==> config.mk <==
export PLATFORM = sky130hd
export DESIGN_NAME = pfc_top
export DESIGN_NICKNAME = d
export VERILOG_FILES = /design/src/verilog/pfc_pkg.sv /design/src/verilog/pfc_top.sv /design/src/verilog/pfc_sync.sv /design/src/verilog/pfc_chan.sv
export SDC_FILE = /design/constraint.sdc
export NUM_CORES = 1
export LEC_CHECK = 0
export BUFFER_PORTS_ARGS = -buffer_cell sky130_fd_sc_hd__buf_2
export CAP_MARGIN = 20
export CELL_PAD_IN_SITES_DETAIL_PLACEMENT = 0
export CELL_PAD_IN_SITES_GLOBAL_PLACEMENT = 2
export CORE_ASPECT_RATIO = 1.2
export CORE_MARGIN = 5
export CORE_UTILIZATION = 42
export DETAILED_ROUTE_END_ITERATION = 10
export MAX_ROUTING_LAYER = met4
export PLACE_DENSITY = 0.84
export SYNTH_ARGS = -nofsm -noshare
export SYNTH_HDL_FRONTEND = slang
export SYNTH_SLANG_ARGS = --single-unit
export TNS_END_PERCENT = 20
==> constraint.sdc <==
create_clock -name clk -period 11.3 [get_ports clk]
set_input_delay 2.26 -clock clk [delete_from_list [all_inputs] [get_ports clk]]
set_output_delay 2.26 -clock clk [all_outputs]
set_load 0.01 [all_outputs]
==> src/verilog/pfc_pkg.sv <==
package pfc_pkg;
  localparam int N_CHAN = 6;
  localparam int CLK_NS = 20;
  localparam int CNT_W = 22;

  // Serial word layout
  localparam int CMD_BIT = 15;
  localparam int HDR_LSB = 12;
  localparam int ADR_LSB = 12;
  localparam logic [3:0] HDR_GATE = 4'h1;
  localparam logic [3:0] HDR_MASK = 4'h5;
  localparam int RT_LSB = 10;
  localparam int NPD_BIT = 8;
  localparam int TOF_LSB = 6;
  localparam int TON_LSB = 4;
  localparam int SB_LSB = 1;
  localparam int SG_BIT = 0;
  localparam int OLM_BIT = 6;

  // Reset values
  localparam logic [N_CHAN-1:0] GATE_RESET = 6'h00;
  localparam logic [N_CHAN-1:0] MASK_RESET = 6'h00;
  localparam logic OLM_RESET = 1'b0;
  localparam logic LR_RESET = 1'b1;

  // Nominal times in ns
  localparam int TON0_NS = 5000;
  localparam int TON1_NS = 14000;
  localparam int TON2_NS = 28000;
  localparam int TON3_NS = 56000;
  localparam int TOF0_NS = 80000;
  localparam int TOF1_NS = 140000;
  localparam int TOF2_NS = 280000;
  localparam int TOF3_NS = 4000000;
  localparam int RETRY_SHORT_NS = 10000000;
  localparam int RETRY_LONG_NS = 55000000;

  function automatic int cyc_up(input int ns);
    return (ns + CLK_NS - 1) / CLK_NS;
  endfunction

  localparam int TON0_CYC = cyc_up(TON0_NS);
  localparam int TON1_CYC = cyc_up(TON1_NS);
  localparam int TON2_CYC = cyc_up(TON2_NS);
  localparam int TON3_CYC = cyc_up(TON3_NS);
  localparam int TOF0_CYC = cyc_up(TOF0_NS);
  localparam int TOF1_CYC = cyc_up(TOF1_NS);
  localparam int TOF2_CYC = cyc_up(TOF2_NS);
  localparam int TOF3_CYC = cyc_up(TOF3_NS);
  localparam int RETRY_SHORT_CYC = cyc_up(RETRY_SHORT_NS);
  localparam int RETRY_LONG_CYC = cyc_up(RETRY_LONG_NS);

  typedef struct packed {
    logic [1:0] retry_select;
    logic pulldown_disable;
    logic [1:0] turnoff_blank_sel;
    logic [1:0] turnon_blank_sel;
    logic [2:0] shortbat_thresh_sel;
    logic shortgnd_thresh_sel;
  } pfc_cfg_s;

  typedef struct packed {
    logic chan_short_gnd_flag;
    logic chan_short_bat_flag;
    logic chan_open_load_flag;
  } pfc_flags_s;

  typedef struct packed {
    logic fault_any_flag;
    logic undervoltage_flag;
    logic logic_reset_flag;
    logic overtemp_flag;
    logic fault_word_ident;
    logic [1:0] zero;
    pfc_flags_s [2:0] chans;
  } pfc_status_s;
endpackage

==> src/verilog/pfc_top.sv <==
// Contract
// - Global fault flag in both status words when any fault latched.
// - Undervoltage flag when logic or regulator supply dropped since fault reset.
// - Logic-reset flag set by power-on or reset pin low; cleared by a read.
// - Overtemperature flag when overtemperature seen since fault reset.
// - Identifier bit is 0 in the low-channel word, 1 in the high.
// - Each channel reports short-to-ground, short-to-battery and open-load flags.
// - Word with bit 15 set configures channel selected by bits 14..12.
// - Channel select is binary; codes 0 to 5 address channels 0 to 5.
// - Retry select: upper bit 0 locks out; 10 short retry; 11 long.
// - Pull-down on when its disable bit is 0, off when 1.
// - Turn-off blanking select gives 80, 140, 280 us or 4 ms.
// - Turn-on blanking select gives 5, 14, 28 or 56 us.
// - Battery-short threshold select, 6 to 18 percent steps, top code 7.
// - Ground-short threshold select: 0 is 45 percent, 1 is 66 percent.
// - Power-on reset clears every per-channel configuration field.
// - Masked channel ignores all faults and reports none.
// - Open-load mask disables open-load diagnosis where pull-down disabled.
// - Gate high only with request set, reset pin high, channel not blocked by a battery short.
module pfc_top #(
  parameter int TOF1_CYC = pfc_pkg::TOF1_CYC,
  parameter int TOF2_CYC = pfc_pkg::TOF2_CYC,
  parameter int TOF3_CYC = pfc_pkg::TOF3_CYC,
  parameter int RETRY_SHORT_CYC = pfc_pkg::RETRY_SHORT_CYC,
  parameter int RETRY_LONG_CYC = pfc_pkg::RETRY_LONG_CYC
) (
  input wire logic clk,
  input wire logic rst_n,
  input wire logic active_low_reset_in,
  input wire logic word_valid,
  input wire logic [15:0] word_data,
  input wire logic read_valid,
  input wire logic read_sel,
  output logic [15:0] read_data,
  input wire logic uv_logic_in,
  input wire logic uv_regulator_in,
  input wire logic overtemp_in,
  input wire logic [5:0] cmp_short_gnd,
  input wire logic [5:0] cmp_short_bat,
  input wire logic [5:0] cmp_open_load,
  output logic [5:0] driver_output,
  output logic [5:0] pulldown_en,
  output logic [5:0] open_load_diag_en,
  output logic [17:0] shortbat_thresh_sel,
  output logic [5:0] shortgnd_thresh_sel
);
  localparam int N = pfc_pkg::N_CHAN;
  localparam int W = pfc_pkg::CNT_W;
  localparam int SW = 4 + 3 * N;

  if (TOF1_CYC < 1 || TOF2_CYC < 1 || TOF3_CYC < 1) begin : g_bad_tof
    $error("Blanking counts must be at least one cycle");
  end
  if (RETRY_SHORT_CYC < 1 || RETRY_LONG_CYC >= 2 ** W) begin : g_bad_retry
    $error("Retry counts out of counter range");
  end
  if (TOF3_CYC >= 2 ** W) begin : g_bad_tof3
    $error("Blanking count out of counter range");
  end
  // Both retry counts must be at least one cycle and fit the counter
  if (RETRY_SHORT_CYC >= 2 ** W || RETRY_LONG_CYC < 1) begin : g_bad_retry_rng
    $error("Retry counts out of counter range");
  end

  localparam logic [W-1:0] TON_TAB [4] = '{
    W'(pfc_pkg::TON0_CYC), W'(pfc_pkg::TON1_CYC),
    W'(pfc_pkg::TON2_CYC), W'(pfc_pkg::TON3_CYC)
  };
  localparam logic [W-1:0] TOF_TAB [4] = '{
    W'(pfc_pkg::TOF0_CYC), W'(TOF1_CYC), W'(TOF2_CYC), W'(TOF3_CYC)
  };
  localparam logic [W-1:0] RETRY_SHORT_LEN = W'(RETRY_SHORT_CYC);
  localparam logic [W-1:0] RETRY_LONG_LEN = W'(RETRY_LONG_CYC);

  // Pins from the analog side all pass two flops
  logic [SW-1:0] pins_w;
  logic [SW-1:0] pins_s;
  logic ext_rst_n_s;
  logic uv_logic_s;
  logic uv_reg_s;
  logic ot_s;
  logic [5:0] sg_s;
  logic [5:0] sb_s;
  logic [5:0] ol_s;

  assign pins_w = {active_low_reset_in, uv_logic_in, uv_regulator_in, overtemp_in,
                   cmp_short_gnd, cmp_short_bat, cmp_open_load};

  pfc_sync #(.W(SW)) u_sync (
    .clk(clk),
    .rst_n(rst_n),
    .d(pins_w),
    .q(pins_s)
  );

  assign {ext_rst_n_s, uv_logic_s, uv_reg_s, ot_s, sg_s, sb_s, ol_s} = pins_s;

  // Reset pin low acts as the fault reset
  logic clr_w;
  assign clr_w = ~ext_rst_n_s;

  // Word decode
  logic cfg_we_w;
  logic gate_we_w;
  logic mask_we_w;
  logic [2:0] adr_w;
  logic [3:0] hdr_w;
  pfc_pkg::pfc_cfg_s cfg_word_w;

  assign hdr_w = word_data[pfc_pkg::HDR_LSB +: 4];
  assign adr_w = word_data[pfc_pkg::ADR_LSB +: 3];
  assign cfg_we_w = word_valid & word_data[pfc_pkg::CMD_BIT];
  assign gate_we_w = word_valid & (hdr_w == pfc_pkg::HDR_GATE);
  assign mask_we_w = word_valid & (hdr_w == pfc_pkg::HDR_MASK);
  assign cfg_word_w.retry_select = word_data[pfc_pkg::RT_LSB +: 2];
  assign cfg_word_w.pulldown_disable = word_data[pfc_pkg::NPD_BIT];
  assign cfg_word_w.turnoff_blank_sel = word_data[pfc_pkg::TOF_LSB +: 2];
  assign cfg_word_w.turnon_blank_sel = word_data[pfc_pkg::TON_LSB +: 2];
  assign cfg_word_w.shortbat_thresh_sel = word_data[pfc_pkg::SB_LSB +: 3];
  assign cfg_word_w.shortgnd_thresh_sel = word_data[pfc_pkg::SG_BIT];

  logic [N-1:0] gate_req_q;
  logic [N-1:0] mask_q;
  logic olm_q;

  always_ff @(posedge clk) begin
    if (!rst_n || clr_w) begin
      gate_req_q <= pfc_pkg::GATE_RESET;
      mask_q <= pfc_pkg::MASK_RESET;
      olm_q <= pfc_pkg::OLM_RESET;
    end else begin
      if (gate_we_w) begin
        gate_req_q <= word_data[N-1:0];
      end
      if (mask_we_w) begin
        mask_q <= word_data[N-1:0];
        olm_q <= word_data[pfc_pkg::OLM_BIT];
      end
    end
  end

  // Global sticky flags
  logic uv_q;
  logic ot_q;
  logic lr_q;

  always_ff @(posedge clk) begin
    if (!rst_n || clr_w) begin
      uv_q <= 1'b0;
      ot_q <= 1'b0;
    end else begin
      uv_q <= uv_q | uv_logic_s | uv_reg_s;
      ot_q <= ot_q | ot_s;
    end
  end

  // Set wins over the read clear
  always_ff @(posedge clk) begin
    if (!rst_n) begin
      lr_q <= pfc_pkg::LR_RESET;
    end else if (clr_w) begin
      lr_q <= 1'b1;
    end else if (read_valid) begin
      lr_q <= 1'b0;
    end
  end

  // Per-channel configuration and fault logic
  pfc_pkg::pfc_cfg_s cfg_q [N];
  pfc_pkg::pfc_flags_s flags_w [N];
  logic [N-1:0] chan_fault_w;

  for (genvar i = 0; i < N; i++) begin : g_chan
    logic sel_w;
    logic [W-1:0] on_len_w;
    logic [W-1:0] off_len_w;
    logic [W-1:0] retry_len_w;
    pfc_pkg::pfc_flags_s cmp_w;

    assign sel_w = cfg_we_w & (adr_w == 3'(i));

    always_ff @(posedge clk) begin
      if (!rst_n || clr_w) begin
        cfg_q[i] <= '0;
      end else if (sel_w) begin
        cfg_q[i] <= cfg_word_w;
      end
    end

    assign on_len_w = TON_TAB[cfg_q[i].turnon_blank_sel];
    assign off_len_w = TOF_TAB[cfg_q[i].turnoff_blank_sel];
    assign retry_len_w = cfg_q[i].retry_select[0] ? RETRY_LONG_LEN : RETRY_SHORT_LEN;
    assign cmp_w.chan_short_gnd_flag = sg_s[i];
    assign cmp_w.chan_short_bat_flag = sb_s[i];
    assign cmp_w.chan_open_load_flag = ol_s[i];
    assign pulldown_en[i] = ~cfg_q[i].pulldown_disable;
    assign open_load_diag_en[i] = ~(olm_q & cfg_q[i].pulldown_disable);
    assign shortbat_thresh_sel[3*i +: 3] = cfg_q[i].shortbat_thresh_sel;
    assign shortgnd_thresh_sel[i] = cfg_q[i].shortgnd_thresh_sel;
    assign chan_fault_w[i] = |flags_w[i];

    pfc_chan #(.CW(W)) u_chan (
      .clk(clk),
      .rst_n(rst_n),
      .clr(clr_w),
      .request(gate_req_q[i]),
      .enable(ext_rst_n_s),
      .mask(mask_q[i]),
      .ol_diag_en(open_load_diag_en[i]),
      .retry_mode(cfg_q[i].retry_select),
      .on_len(on_len_w),
      .off_len(off_len_w),
      .retry_len(retry_len_w),
      .cmp(cmp_w),
      .flags(flags_w[i]),
      .gate(driver_output[i])
    );
  end

  // Status words
  logic ff_w;
  pfc_pkg::pfc_status_s stat_lo_w;
  pfc_pkg::pfc_status_s stat_hi_w;
  logic [15:0] read_q;

  assign ff_w = uv_q | ot_q | (|chan_fault_w);
  assign stat_lo_w.fault_any_flag = ff_w;
  assign stat_lo_w.undervoltage_flag = uv_q;
  assign stat_lo_w.logic_reset_flag = lr_q;
  assign stat_lo_w.overtemp_flag = ot_q;
  assign stat_lo_w.fault_word_ident = 1'b0;
  assign stat_lo_w.zero = 2'b00;
  assign stat_lo_w.chans = {flags_w[2], flags_w[1], flags_w[0]};
  assign stat_hi_w.fault_any_flag = ff_w;
  assign stat_hi_w.undervoltage_flag = uv_q;
  assign stat_hi_w.logic_reset_flag = lr_q;
  assign stat_hi_w.overtemp_flag = ot_q;
  assign stat_hi_w.fault_word_ident = 1'b1;
  assign stat_hi_w.zero = 2'b00;
  assign stat_hi_w.chans = {flags_w[5], flags_w[4], flags_w[3]};

  // Word captured on the read strobe; held until the next one
  always_ff @(posedge clk) begin
    if (!rst_n) begin
      read_q <= 16'h0000;
    end else if (read_valid) begin
      read_q <= read_sel ? stat_hi_w : stat_lo_w;
    end
  end

  assign read_data = read_q;
endmodule

==> src/verilog/pfc_sync.sv <==
module pfc_sync #(
  parameter int W = 1
) (
  input wire logic clk,
  input wire logic rst_n,
  input wire logic [W-1:0] d,
  output logic [W-1:0] q
);
  logic [W-1:0] meta_q;

  always_ff @(posedge clk) begin
    if (!rst_n) begin
      meta_q <= '0;
      q <= '0;
    end else begin
      meta_q <= d;
      q <= meta_q;
    end
  end
endmodule

==> src/verilog/pfc_chan.sv <==
module pfc_chan #(
  parameter int CW = 22
) (
  input wire logic clk,
  input wire logic rst_n,
  input wire logic clr,
  input wire logic request,
  input wire logic enable,
  input wire logic mask,
  input wire logic ol_diag_en,
  input wire logic [1:0] retry_mode,
  input wire logic [CW-1:0] on_len,
  input wire logic [CW-1:0] off_len,
  input wire logic [CW-1:0] retry_len,
  input wire pfc_pkg::pfc_flags_s cmp,
  output pfc_pkg::pfc_flags_s flags,
  output logic gate
);
  logic gate_q;
  logic gate_d;
  logic block_q;
  logic block_d;
  logic [CW-1:0] blank_q;
  logic [CW-1:0] blank_d;
  logic [CW-1:0] retry_q;
  logic [CW-1:0] retry_d;
  logic settled_w;
  logic retry_done_w;
  pfc_pkg::pfc_flags_s flag_q;
  pfc_pkg::pfc_flags_s hit_w;

  assign gate_d = request & enable & ~block_q;
  assign settled_w = (blank_q == '0);
  // Each transition restarts blanking with the new state's length
  assign blank_d = (gate_d != gate_q) ? ((gate_d ? on_len : off_len) - CW'(1))
                 : (settled_w ? blank_q : blank_q - CW'(1));
  // Battery short is an on-state check, the other two off-state
  assign hit_w.chan_short_bat_flag = gate_q & settled_w & cmp.chan_short_bat_flag & ~mask;
  assign hit_w.chan_short_gnd_flag = ~gate_q & settled_w & cmp.chan_short_gnd_flag & ~mask;
  assign hit_w.chan_open_load_flag = ~gate_q & settled_w & cmp.chan_open_load_flag
                                   & ol_diag_en & ~mask;
  assign retry_done_w = (retry_q == '0);
  assign retry_d = hit_w.chan_short_bat_flag ? retry_len - CW'(1)
                 : (retry_done_w ? retry_q : retry_q - CW'(1));
  // Upper retry bit clear means lockout until fault reset
  assign block_d = hit_w.chan_short_bat_flag ? 1'b1
                 : ((block_q & retry_mode[1] & retry_done_w) ? 1'b0 : block_q);
  assign flags = mask ? '0 : flag_q;
  assign gate = gate_q;

  always_ff @(posedge clk) begin
    if (!rst_n || clr) begin
      gate_q <= 1'b0;
      block_q <= 1'b0;
      blank_q <= '0;
      retry_q <= '0;
      flag_q <= '0;
    end else begin
      gate_q <= gate_d;
      block_q <= block_d;
      blank_q <= blank_d;
      retry_q <= retry_d;
      flag_q <= flag_q | hit_w;
    end
  end
endmodule

==> impl_metrics.py <==
metrics = {
    "placed_design": {
        "io_buffer_count": 97,
        "place_hpwl_um": 39600,
        "place_congestion": 0.877,
    },
    "logic_synthesis": {
        "synth-edff-count": 66,
        "ys_ff_latch": 434,
        "avgSynthCellArea_um2": 8.74,
        "ys_seq_area_share_pct": 44.4,
        "netlist_instances": 2407,
        "ys.flop_type": "dfxtp_1",
        "yosysUniqueCellTypes": 86,
        "async_flop_share_pct": 0,
        "netlist_area_mm2": 0.0210,
        "ys_warn_count": 0,
    },
    "timing": {
        "period_needed_ns": 4.57,
        "max_slew_margin_pct": 32.1,
        "hold_viol_final": 0,
        "worstMarginPinSlew_ns": 1.02,
        "fmax_ghz": 0.219,
        "rsz0062_at_grt": "false",
        "setup_viol": 0,
        "clock_skew_ns": 0.0180,
        "fin_tns_setup_ns": 0,
        "min_period_over_period_pct": 40.4,
        "slew_viol_final": 0,
    },
    "setup_path": {
        "critPathArrivalTime_ns": 5.09,
        "rrSetupSlack_ns": 6.98,
        "cp_data_required_time_ns": 11.82,
        "worstSetupStartpointType": "input port",
        "cp_max_fo": 60,
        "critPathCaptureType": "register",
        "worstSetupPathType": "input port to register",
        "r2r.worst_path.cells": 12,
    },
    "detailed_routing": {
        "vias": 17300,
        "drtAntennaViolNets": 0,
        "viasPerCell": 5.55,
        "first_pass_iters": 6,
        "routed_wl_um": 56700,
        "drt_iter0_drc": 1071,
        "wl_per_cell_um": 18.1,
        "drc_errors": 0,
    },
    "floorplan": {
        "initial_core_util_pct": 42.6,
        "die-area_mm2": 0.0547,
        "core_area_mm2": 0.0494,
        "io_pins": 101,
        "die_y_um": 255,
        "chipWidth_um": 214,
        "row_count": 89,
    },
    "clocking": {
        "cts.repair.resized": 0,
        "tritoncts": "done",
        "clk_latency_ns": 0.59,
        "cts_setup_buffers": 0,
        "h-tree-depth": 2,
        "numCtsBuffers": 48,
        "cts_sinks": 434,
        "clkTransAtPathRegs_ns": 0.06,
        "clockRootBuffer": "clkbuf_16",
        "clk_path_buf_depth": 3,
        "hold_buffers": 0,
    },
    "finish": {
        "multi_input_comb_area_mm2": 0.0109,
        "regArea_mm2": 0.00935,
        "drive_gt1_share_pct": 10.8,
        "fillCellCount": 4849,
        "nNetsFinal": 2520,
        "final_core_util_pct": 47.8,
        "area_delta_synth_final_pct": 12.2,
    },
    "flow_run": {
        "maxCapViolations": 0,
    },
    "run_status": {
        "status": "complete, no violations",
    },
    "grt": {
        "grt_antenna_before_repair": 14,
        "grt_start_max_net_pins": 61,
        "gr-total-overflow": 0,
        "grt_pass1_vias": 16600,
        "grt_pass1_wl_um": 90100,
        "grt.total_usage_pct": 20.7,
    },
    "worst_hold_path": {
        "hold_class": "register to register",
        "hold_depth": 1,
    },
}
metal layers:
layer  wire length [µm]  global-route usage, %  vias to the layer above
met5                  0                      -                        -
met4               1670                   6.39                        0
met3               3440                   4.34                       99
met2              26200                   34.0                      396
met1              25400                   25.9                     8161
li1                   -                      -                     8672
worst paths after layout:
check / startpoint / end
setup / recovery: rst_n / g_chan[3].u_chan.blank_q[16]
hold / removal: u_sync.meta_q[15] / u_sync.q[15]
setup reg to reg: g_chan[0].u_chan.blank_q[7] / g_chan[0].u_chan.retry_q[16]
hold reg to reg: u_sync.meta_q[15] / u_sync.q[15]
stage by stage:
stage / std cells / instance area, µm² / setup slack [ns] / hold WS [ns]
2_1_floorplan: 2408 / 21000 / 7.35 / 0.410
6_report: 3124 / 23600 / 6.73 / 0.429
5_1_grt: 3123 / 23600 / 6.44 / 0.442
3_3_place_gp: 3020 / 21900 / 6.12 / 0.414
4_1_cts: 3109 / 23500 / 6.68 / 0.431
3_5_place_dp: 3020 / 21900 / 6.06 / 0.417
area by class of cell:
class / instances / share of cell area [%]
clock buffer: 66 / 5.98
inverter: 38 / 0.604
clock inverter: 23 / 1.17
tap: 637 / 3.37
antenna: 8 / 0.0848
timing repair buffer: 129 / 3.06
multi-input combinational: 1789 / 46.1
sequential: 434 / 39.6
placed cells by master (no fill, tap or decap), drive strengths merged, types with 12 or more instances in the layout:
cell type,n
dfxtp,368
nor2,266
nand2,222
a21oi,189
buf,127
and2,124
nor3,115
xnor2,94
xor2,73
nand3,70
nor4,68
clkbuf,68
edfxtp,66
o21ai,61
or3,43
inv,43
ha,37
or4,27
mux2i,26
a31oi,23
nand4,22
o211ai,22
nor2b,20
a211oi,18
or2,17
nand2b,16
and3,15
nand3b,15
nor3b,15
o22ai,13
a22oi,12
synth_stat cells (all sizes together), types with 15 or more instances:
cell type,count,area (µm²)
a211oi,18,135
a21oi,189,946
a31oi,23,144
and2,124,778
and3,15,93.8
buf,52,358
clkbuf,95,357
dfxtp,368,7370
edfxtp,66,1980
ha,37,463
inv,38,143
mux2i,26,260
nand2,222,833
nand2b,16,100
nand3,70,355
nand3b,15,125
nand4,22,138
nor2,266,998
nor2b,20,125
nor3,115,586
nor3b,15,118
nor4,68,438
o211ai,22,165
o21ai,61,305
or2,17,106
or3,43,269
or4,27,203
xnor2,94,842
xor2,73,639
flip-flops by register name, indices dropped and copies added (netlist names):
signal and flops:
lr_q 1, read_data 14, g_chan.u_chan.gate 6, g_chan.u_chan.flag_q 18, mask_q 6, ot_q 1, cfg_q 66, olm_q 1
g_chan.u_chan.retry_q 132, gate_req_q 6, u_sync.q 22, g_chan.u_chan.blank_q 132, uv_q 1, g_chan.u_chan.block_q 6, u_sync.meta_q 22
worst max-delay path, cell delays in order:
cell and delay, ns:
buf_2 0.71, nand2_4 0.46, buf_4 0.47, buf_4 0.41
a21oi_1 0.20, nand2_1 0.09, mux2_2 0.26, a21oi_1 0.14
cells by family (layout without fill, tap and decap cells):
| group | after synthesis | after routing | share of synthesized area (%) |
|---|---|---|---|
| DFF | 434 | 434 | 44.4 |
| buffers and inverters | 185 | 256 | 4.07 |
| and+or+nand+nor | 1091 | 1091 | 26.6 |
| adders and majority gates | 37 | 37 | 2.20 |
| AOI/OAI and AO/OA | 463 | 463 | 14.3 |
| other | 1 | 10 | 0.0178 |
| muxes | 29 | 29 | 1.40 |
| xor gates and xnor gates | 167 | 167 | 7.04 |
Power is not shown: default switching activity piles up to over one toggle a cycle in this logic, so the estimate is an artifact.
